$ cat src/inc/adcsq_pkg.sv
// Constants shared by the converter sequencer design files
package adcsq_pkg;

  // ----------------------------------------------------------------
  // Timing
  // ----------------------------------------------------------------
  localparam int CLK_MHZ     = 250;
  localparam int T_SYNC_US   = 30;
  localparam int T_STEP_US   = 40;
  localparam int SYNC_CYC    = T_SYNC_US * CLK_MHZ;
  localparam int STEP_CYC    = T_STEP_US * CLK_MHZ;
  localparam int TMR_W       = 20;

  // ----------------------------------------------------------------
  // Widths and reset values
  // ----------------------------------------------------------------
  localparam int RES_W       = 10;
  localparam int SLOTS       = 8;
  localparam int PAIR_W      = 2 * RES_W;
  localparam logic [3:0] RST_DLY_SEL = 4'h0;
  localparam logic       RST_LOOP    = 1'b0;

  // ----------------------------------------------------------------
  // Channel codes
  // ----------------------------------------------------------------
  localparam logic [3:0] CH_BATT_V   = 4'h0;
  localparam logic [3:0] CH_BATT_I   = 4'h1;
  localparam logic [3:0] CH_APP_SUP  = 4'h2;
  localparam logic [3:0] CH_DIE_TEMP = 4'h3;
  localparam logic [3:0] CH_RSV_A    = 4'h4;
  localparam logic [3:0] CH_BUS_V    = 4'h5;
  localparam logic [3:0] CH_RSV_B    = 4'h6;
  localparam logic [3:0] CH_RSV_C    = 4'h7;
  localparam logic [3:0] CH_COIN     = 4'h8;
  localparam logic [3:0] CH_TOUCH_XF = 4'hc;

  // ----------------------------------------------------------------
  // Sequencer states
  // ----------------------------------------------------------------
  typedef enum logic [2:0] {
    S_CAL  = 3'b000,
    S_IDLE = 3'b001,
    S_SYNC = 3'b010,
    S_DLY1 = 3'b011,
    S_CONV = 3'b100,
    S_GAP  = 3'b101,
    S_LOOP = 3'b110
  } adcsq_state_e;

endpackage

$ cat src/inc/adcsq_tmr_if.sv
// Handshake between the sequencer and its delay timer
`timescale 1ns/1ps
interface adcsq_tmr_if #(parameter int W = 20);
  logic         load;
  logic [W-1:0] cycles;
  logic         done;
  logic         busy;

  modport ctl (output load, output cycles, input done, input busy);
  modport tmr (input load, input cycles, output done, output busy);
endinterface

$ cat src/adcsq_timer.sv
// Down-counting delay timer for the sequencer wait phases
`timescale 1ns/1ps
module adcsq_timer
  import adcsq_pkg::*;
#(
  parameter int W = TMR_W
)
(
  input  wire logic i_sys_clk,
  input  wire logic i_nrst,
  adcsq_tmr_if.tmr  tif
);

  logic [W-1:0] cnt_q;
  logic         run_q;
  logic         done_q;

  // Load, count down, pulse done for one cycle at zero
  always_ff @(posedge i_sys_clk or negedge i_nrst)
  begin
    if (!i_nrst)
    begin
      cnt_q  <= '0;
      run_q  <= 1'b0;
      done_q <= 1'b0;
    end
    else if (tif.load)
    begin
      cnt_q  <= tif.cycles;
      run_q  <= 1'b1;
      done_q <= 1'b0;
    end
    else if (run_q && cnt_q == '0)
    begin
      run_q  <= 1'b0;
      done_q <= 1'b1;
    end
    else
    begin
      cnt_q  <= run_q ? cnt_q - 1'b1 : cnt_q;
      done_q <= 1'b0;
    end
  end

  assign tif.done = done_q;
  assign tif.busy = run_q;

endmodule

$ cat src/adcsq_top.sv
// Conversion sequencer for the 16-channel 10-bit converter
`timescale 1ns/1ps
module adcsq_top
  import adcsq_pkg::*;
#(
  parameter int SYNC_CYCLES = SYNC_CYC,
  parameter int STEP_CYCLES = STEP_CYC
)
(
  input  wire logic                 I_SYS_CLK,
  input  wire logic                 I_NRST,
  input  wire logic                 I_CONVERTER_ENABLE_BIT,
  input  wire logic                 I_SEQUENCE_TRIGGER,
  input  wire logic [3:0]           I_START_DELAY_SEL,
  input  wire logic [3:0]           I_INTER_CONV_DELAY_SEL,
  input  wire logic [3:0]           I_LOOP_END_DELAY_SEL,
  input  wire logic                 I_LOOP_MODE,
  input  wire logic                 I_RESULT_FREEZE,
  input  wire logic                 I_SEQ_DONE_MASK,
  input  wire logic [2:0]           I_LAST_SLOT_INDEX,
  input  wire logic [4*SLOTS-1:0]   I_SLOT_CHANNEL_SEL,
  input  wire logic                 I_CAL_DONE,
  input  wire logic                 I_CONV_DONE,
  input  wire logic [RES_W-1:0]     I_CONV_DATA,
  output logic                      O_CORE_POWER_EN,
  output logic                      O_CAL_START,
  output logic                      O_CONV_START,
  output logic [15:0]               O_MUX_SEL,
  output logic                      O_SEQUENCE_TRIGGER,
  output logic                      O_SEQ_BUSY,
  output logic                      O_SEQ_DONE_IRQ,
  output logic [PAIR_W-1:0]         O_SLOT_RESULT0,
  output logic [PAIR_W-1:0]         O_SLOT_RESULT1,
  output logic [PAIR_W-1:0]         O_SLOT_RESULT2,
  output logic [PAIR_W-1:0]         O_SLOT_RESULT3
);

  // ----------------------------------------------------------------
  // Helpers
  // ----------------------------------------------------------------
  // Reserved codes have no input behind them
  function automatic logic chan_rsv(input logic [3:0] c);
    chan_rsv = (c == CH_RSV_A) || (c == CH_RSV_B) || (c == CH_RSV_C);
  endfunction
  // Delay code times the step length, in clock cycles
  function automatic logic [TMR_W-1:0] dly_cyc(input logic [3:0] c);
    dly_cyc = TMR_W'(int'(c) * STEP_CYCLES);
  endfunction

  adcsq_tmr_if #(.W(TMR_W)) tif ();
  adcsq_timer #(.W(TMR_W)) u_timer (
    .i_sys_clk (I_SYS_CLK),
    .i_nrst    (I_NRST),
    .tif       (tif)
  );
  adcsq_state_e      st_q;
  logic [2:0]        slot_q;
  logic              issued_q;
  logic              trig_q;
  logic              load_q;
  logic [TMR_W-1:0]  cyc_q;
  logic [3:0]        dly1_q;
  logic [3:0]        dly2_q;
  logic [3:0]        dly3_q;
  logic              loop_q;
  logic              en_q;
  logic [RES_W-1:0]  work_q [SLOTS];
  logic [3:0]        chan;
  logic              slot_end;
  logic              pass_end;
  logic              accept;
  logic [RES_W-1:0]  last_val;
  logic [RES_W-1:0]  pub [SLOTS];

  // ----------------------------------------------------------------
  // Configuration shadow
  // ----------------------------------------------------------------
  // Delay and loop settings start from zero after reset
  always_ff @(posedge I_SYS_CLK or negedge I_NRST)
  begin
    if (!I_NRST)
    begin
      dly1_q <= RST_DLY_SEL;
      dly2_q <= RST_DLY_SEL;
      dly3_q <= RST_DLY_SEL;
      loop_q <= RST_LOOP;
      en_q   <= 1'b0;
    end
    else
    begin
      dly1_q <= I_START_DELAY_SEL;
      dly2_q <= I_INTER_CONV_DELAY_SEL;
      dly3_q <= I_LOOP_END_DELAY_SEL;
      loop_q <= I_LOOP_MODE;
      en_q   <= I_CONVERTER_ENABLE_BIT;
    end
  end

  // Current slot's channel code and end-of-slot decode
  assign chan     = I_SLOT_CHANNEL_SEL[4*slot_q +: 4];
  assign slot_end = (st_q == S_CONV) && en_q &&
                    (chan_rsv(chan) || (issued_q && I_CONV_DONE));
  assign pass_end = slot_end && (slot_q == I_LAST_SLOT_INDEX);
  assign accept   = (st_q == S_IDLE) && en_q && trig_q;
  assign last_val = chan_rsv(chan) ? '0 : I_CONV_DATA;

  // ----------------------------------------------------------------
  // Trigger bit
  // ----------------------------------------------------------------
  // Set by a write while enabled, cleared on accept; a new write wins
  always_ff @(posedge I_SYS_CLK or negedge I_NRST)
  begin
    if (!I_NRST)
      trig_q <= 1'b0;
    else if (I_SEQUENCE_TRIGGER && I_CONVERTER_ENABLE_BIT)
      trig_q <= 1'b1;
    else if (accept || !en_q)
      trig_q <= 1'b0;
  end

  // ----------------------------------------------------------------
  // Sequencer state machine
  // ----------------------------------------------------------------
  // Calibrate first, then run slot 0 to the stop slot with delays
  always_ff @(posedge I_SYS_CLK or negedge I_NRST)
  begin
    if (!I_NRST)
    begin
      st_q     <= S_CAL;
      slot_q   <= 3'h0;
      issued_q <= 1'b0;
      load_q   <= 1'b0;
      cyc_q    <= '0;
    end
    else if (!en_q && st_q != S_CAL)
    begin
      st_q     <= S_IDLE;
      issued_q <= 1'b0;
      load_q   <= 1'b0;
    end
    else
    begin
      load_q <= 1'b0;
      case (st_q)
        S_CAL:
          if (I_CAL_DONE)
            st_q <= S_IDLE;
        S_IDLE:
          if (accept)
          begin
            st_q   <= S_SYNC;
            slot_q <= 3'h0;
            load_q <= 1'b1;
            cyc_q  <= TMR_W'(SYNC_CYCLES);
          end
        S_SYNC:
          if (tif.done)
          begin
            st_q   <= S_DLY1;
            load_q <= 1'b1;
            cyc_q  <= dly_cyc(dly1_q);
          end
        S_CONV:
          if (pass_end)
          begin
            issued_q <= 1'b0;
            slot_q   <= 3'h0;
            st_q     <= loop_q ? S_LOOP : S_IDLE;
            load_q   <= loop_q;
            cyc_q    <= dly_cyc(dly3_q);
          end
          else if (slot_end)
          begin
            issued_q <= 1'b0;
            slot_q   <= slot_q + 3'h1;
            st_q     <= S_GAP;
            load_q   <= 1'b1;
            cyc_q    <= dly_cyc(dly2_q);
          end
          else
            issued_q <= 1'b1;
        S_DLY1, S_GAP, S_LOOP:
          if (tif.done)
            st_q <= S_CONV;
        default:
          st_q <= S_IDLE;
      endcase
    end
  end

  assign tif.load   = load_q;
  assign tif.cycles = cyc_q;

  // ----------------------------------------------------------------
  // Core control outputs
  // ----------------------------------------------------------------
  // Power, calibration, conversion start and one-hot input select
  always_ff @(posedge I_SYS_CLK or negedge I_NRST)
  begin
    if (!I_NRST)
    begin
      O_CORE_POWER_EN <= 1'b0;
      O_CAL_START     <= 1'b0;
      O_CONV_START    <= 1'b0;
      O_MUX_SEL       <= 16'h0000;
      O_SEQ_BUSY      <= 1'b0;
    end
    else
    begin
      O_CORE_POWER_EN <= (st_q == S_CAL) || en_q;
      O_CAL_START     <= (st_q == S_CAL) && !I_CAL_DONE;
      O_CONV_START    <= (st_q == S_CONV) && en_q && !issued_q &&
                         !chan_rsv(chan);
      // Codes 0-3, 5, 8-15 select their sensed signal; 4, 6, 7 none
      O_MUX_SEL       <= (st_q == S_CONV && !chan_rsv(chan)) ?
                         16'h0001 << chan : 16'h0000;
      O_SEQ_BUSY      <= (st_q != S_IDLE) && (st_q != S_CAL);
    end
  end

  // ----------------------------------------------------------------
  // Results and completion event
  // ----------------------------------------------------------------
  // Slot results collect here; reserved slots store zero
  always_ff @(posedge I_SYS_CLK or negedge I_NRST)
  begin
    if (!I_NRST)
    begin
      for (int i = 0; i < SLOTS; i++)
        work_q[i] <= '0;
    end
    else if (slot_end)
      work_q[slot_q] <= last_val;
  end
  // Final slot joins the stored ones on the way out
  always_comb
    for (int i = 0; i < SLOTS; i++)
      pub[i] = (3'(i) == slot_q) ? last_val : work_q[i];

  // Publish two slots per result word at pass end unless held
  always_ff @(posedge I_SYS_CLK or negedge I_NRST)
  begin
    if (!I_NRST)
    begin
      O_SLOT_RESULT0 <= '0;
      O_SLOT_RESULT1 <= '0;
      O_SLOT_RESULT2 <= '0;
      O_SLOT_RESULT3 <= '0;
    end
    else if (pass_end && !I_RESULT_FREEZE)
    begin
      O_SLOT_RESULT0 <= {pub[1], pub[0]};
      O_SLOT_RESULT1 <= {pub[3], pub[2]};
      O_SLOT_RESULT2 <= {pub[5], pub[4]};
      O_SLOT_RESULT3 <= {pub[7], pub[6]};
    end
  end

  // Done pulse and trigger readback
  always_ff @(posedge I_SYS_CLK or negedge I_NRST)
  begin
    if (!I_NRST)
    begin
      O_SEQ_DONE_IRQ     <= 1'b0;
      O_SEQUENCE_TRIGGER <= 1'b0;
    end
    else
    begin
      O_SEQ_DONE_IRQ     <= pass_end && !I_SEQ_DONE_MASK;
      O_SEQUENCE_TRIGGER <= trig_q;
    end
  end

  // ----------------------------------------------------------------
  // Checks
  // ----------------------------------------------------------------
  adcsq_state_e     pst_q;
  logic [TMR_W:0]   dwell_q;
  // Cycles spent in the present state, for delay length checks
  always_ff @(posedge I_SYS_CLK or negedge I_NRST)
  begin
    if (!I_NRST)
    begin
      pst_q   <= S_CAL;
      dwell_q <= '0;
    end
    else
    begin
      pst_q   <= st_q;
      dwell_q <= (st_q == pst_q) ? dwell_q + 1'b1 : (TMR_W+1)'(1);
    end
  end
endmodule

$ cat config.mk
export PLATFORM = sky130hd
export DESIGN_NAME = adcsq_top
export DESIGN_NICKNAME = d
export VERILOG_FILES = /design/src/inc/adcsq_pkg.sv /design/src/inc/adcsq_tmr_if.sv /design/src/adcsq_timer.sv /design/src/adcsq_top.sv
export SDC_FILE = /design/constraint.sdc
export NUM_CORES = 1
export LEC_CHECK = 0
export ABC_CLOCK_PERIOD_IN_PS = 7800
export BUFFER_PORTS_ARGS = -buffer_cell sky130_fd_sc_hd__buf_4
export CAP_MARGIN = 40
export CORE_UTILIZATION = 62
export CTS_BUF_LIST = sky130_fd_sc_hd__clkbuf_4 sky130_fd_sc_hd__clkbuf_8 sky130_fd_sc_hd__clkbuf_16
export CTS_CLUSTER_SIZE = 16
export DETAILED_ROUTE_END_ITERATION = 10
export PLACE_DENSITY_LB_ADDON = 0.25
export SYNTH_ARGS = -nofsm -noshare
export SYNTH_HDL_FRONTEND = slang
export SYNTH_SLANG_ARGS = --single-unit
$ cat constraint.sdc
create_clock -name I_SYS_CLK -period 7.8 [get_ports I_SYS_CLK]
set_input_delay 0.39 -clock I_SYS_CLK [delete_from_list [all_inputs] [get_ports I_SYS_CLK]]
set_output_delay 0.39 -clock I_SYS_CLK [all_outputs]
set_load 0.01 [all_outputs]
==> impl_metrics.py <==
metrics = {
    "global_route": {
        "first_global_vias": 9703,
        "grt_overflow": 0,
        "grt_max_degree": 128,
        "grt_pass1_wl_um": 51100,
        "grt_antenna_before_repair": 0,
        "track_usage_pct": 33.0,
    },
    "placed_design": {
        "routabilityCongestion": 0.937,
        "portBuffers": 167,
        "post_dp_cell_area_mm2": 0.0135,
        "dp.final_hpwl_um": 21900,
    },
    "timing": {
        "fin_setup_tns_ps": 0,
        "finalSetupViolCount": 0,
        "drv_slew": 0,
        "fin_crit_sh_pct": 52.6,
        "timing.fmax_mhz": 244,
        "rsz0062_at_grt": "no",
        "min_period_ps": 4100,
        "slew_headroom_pct": 35.5,
        "whs_ps": -25.0,
        "tightestPinTransition_ps": 967,
        "fin_skew_ps": 7.77,
        "finalHoldViolations": 12,
    },
    "clock_tree": {
        "htreeDepth": 1,
        "cts_buffer_depth": 3,
        "cts_tree": "built",
        "cts_root_buffer": "clkbuf_16",
        "clk_pin_slew_ps": 60,
        "cts_buffers": 25,
        "clock_latency_ps": 520,
        "hold_buffers": 14,
        "cts_setup_buffers": 0,
        "cts_sinks": 242,
        "post_cts_resized": 0,
    },
    "floorplan": {
        "pin_count": 168,
        "coreArea_mm2": 0.0190,
        "placementRows": 50,
        "fp.dieW_um": 142,
        "design.die.area_mm2": 0.0201,
        "die_h_um": 142,
        "start_util_pct": 63.9,
    },
    "setup_path": {
        "worstPathMaxFanout": 101,
        "critPathKind": "reg -> reg",
        "ff2ff_path_depth": 7,
        "cp.arrival_ps": 4540,
        "cp-start-kind": "flip-flop",
        "crit_required_ps": 8240,
        "end_kind": "flip-flop",
    },
    "run": {
        "cap_violations": 0,
    },
    "route": {
        "vias_per_cell": 5.95,
        "wirelength_um": 31900,
        "post_drt_wl_per_cell_um": 19.2,
        "dr.pass1.iters": 6,
        "ant_nets": 0,
        "detail_route.drc_violations": 0,
        "drtIter0Drc": 923,
        "vias": 9903,
    },
    "layout": {
        "fin_nets": 1508,
        "drive_gt1_share_pct": 18.4,
        "syn2layout_area_growth_pct": 20.2,
        "antenna_cells": 0,
        "fin_area_mm2": 0.0146,
    },
    "synthesis": {
        "synthFlopType": "dfrtp_1",
        "synthDistinctLibCells": 71,
        "yosys_warnings": 0,
        "yosysSeqAreaShare_pct": 50.0,
        "syn_inst": 1236,
        "netlist_area_mm2": 0.0121,
        "async_reset_ff_share_pct": 100,
        "synth_edf_count": 0,
        "avgSynthCellArea_um2": 9.80,
        "ys_ff_latch": 242,
    },
    "worst_hold_path": {
        "min_path_type": "in -> async",
    },
    "pwr": {
        "p_leak_uw": 0.00692,
        "pwr_density_cell_mw_per_mm2": 293,
        "ir_drop_mv": 0.201,
    },
    "outcome": {
        "violations": "hold timing",
        "outcome": "finished, violations left",
    },
}
==> through the flow <==
step	std cells	total power [uW]	util (%)	hold WS, ps	setup slack, ps
floorplan	1238	2510	-	94.4	4970
global placement	1599	2890	70.9	461	3960
detailed placement	1606	2960	71.4	469	3840
CTS	1664	4250	76.8	15.0	3770
global route	1664	4470	76.8	11.4	3460
finish	1664	4260	76.8	-25.0	3700
==> cell families (layout without fill, tap and decap cells) <==
family | count (synthesis) | count (layout) | share of synthesized area (%)
and+or+nand+nor | 406 | 406 | 14.7
muxes | 95 | 95 | 8.49
AOI/OAI and AO/OA | 296 | 296 | 14.3
xor gates and xnor gates | 32 | 32 | 2.31
buffers and inverters | 109 | 275 | 3.92
other | 1 | 3 | 0.0309
DFF | 242 | 242 | 50.0
adders and majority gates | 55 | 55 | 6.24
==> state kept, by name, summed over array words and instances, names as in the netlist, 15 cells and up <==
| register | count |
|---|---|
| u_timer.cnt_q | 20 |
| O_SLOT_RESULT0 | 20 |
| O_SLOT_RESULT2 | 20 |
| work_q | 80 |
| cyc_q | 15 |
| O_SLOT_RESULT3 | 20 |
| O_SLOT_RESULT1 | 20 |
| O_MUX_SEL | 16 |
==> per-layer routing <==
metal | vias up | share of wire [%] | track usage, %
met5 | - | 0 | 0
met4 | 0 | 2.7 | 9.68
met3 | 61 | 8.4 | 5.06
met2 | 489 | 47 | 53.2
met1 | 4791 | 42 | 46.6
li1 | 4562 | - | -
==> area by class of cell <==
cell class / instances / area [um^2]
Sequential cell: 242 / 6060
Multi-Input combinational cell: 887 / 5590
Fill cell: 1272 / 4390
Timing Repair Buffer: 200 / 1590
Clock buffer: 33 / 723
Tap cell: 260 / 325
Clock inverter: 11 / 160
Inverter: 31 / 116
==> cell usage in the layout (no fill, tap or decap), drive strengths merged, types with 10 or more instances in the layout <==
cell type    count
and2            13
nand3           19
buf            186
xor2            14
xnor2           18
dfrtp          242
nor2           137
mux2i           87
clkbuf          33
nor2b           10
a21oi          102
inv             30
o211ai          10
o21ai          121
dlygate4sd3     14
nor3            14
ha              46
nand2          170
==> cells in the mapped netlist (all sizes together), types with 8 or more instances <==
library cell  count  area share [%]
a21oi           102             4.3
a31oi             8            0.46
and2             13            0.67
buf              46             2.0
clkbuf           32            0.99
dfrtp           242              50
fa                9             1.5
ha               46             4.7
inv              30            0.93
mux2i            87             7.2
nand2           170             5.3
nand3            19            0.78
nor2            137             4.2
nor2b            10            0.52
nor3             14            0.58
o211ai           10            0.62
o21ai           121             5.0
or2               9            0.46
or3               8            0.41
xnor2            18             1.3
xor2             14             1.0
==> report_power, final <==
group / switching, uW / internal (uW)
combinational: 777 / 528
sequential: 207 / 1470
clock: 495 / 781
==> worst max-delay path, stage by stage (launching register included) <==
cell and delay, ps:
dfrtp_1 740, nand4bb_1 310, or4b_1 940, a211oi_4 270, buf_4 770, buf_4 600
nor2_1 150, a21oi_1 180
==> final timing paths <==
| check | slack (ps) | end | startpoint |
|---|---|---|---|
| setup / recovery | 3700 | O_SLOT_RESULT1[9] | st_q[2] |
| hold / removal | -30 | u_timer.cnt_q[0] | I_NRST |
| setup reg to reg | 3700 | O_SLOT_RESULT1[9] | st_q[2] |
| hold reg to reg | 480 | u_timer.cnt_q[8] | cyc_q[8] |
| max in group asynchronous | 6590 | O_SLOT_RESULT1[6] | I_NRST |
| min in group I_SYS_CLK | 20 | O_SEQ_DONE_IRQ | I_SEQ_DONE_MASK |
Power figures use the tool's default switching activity.
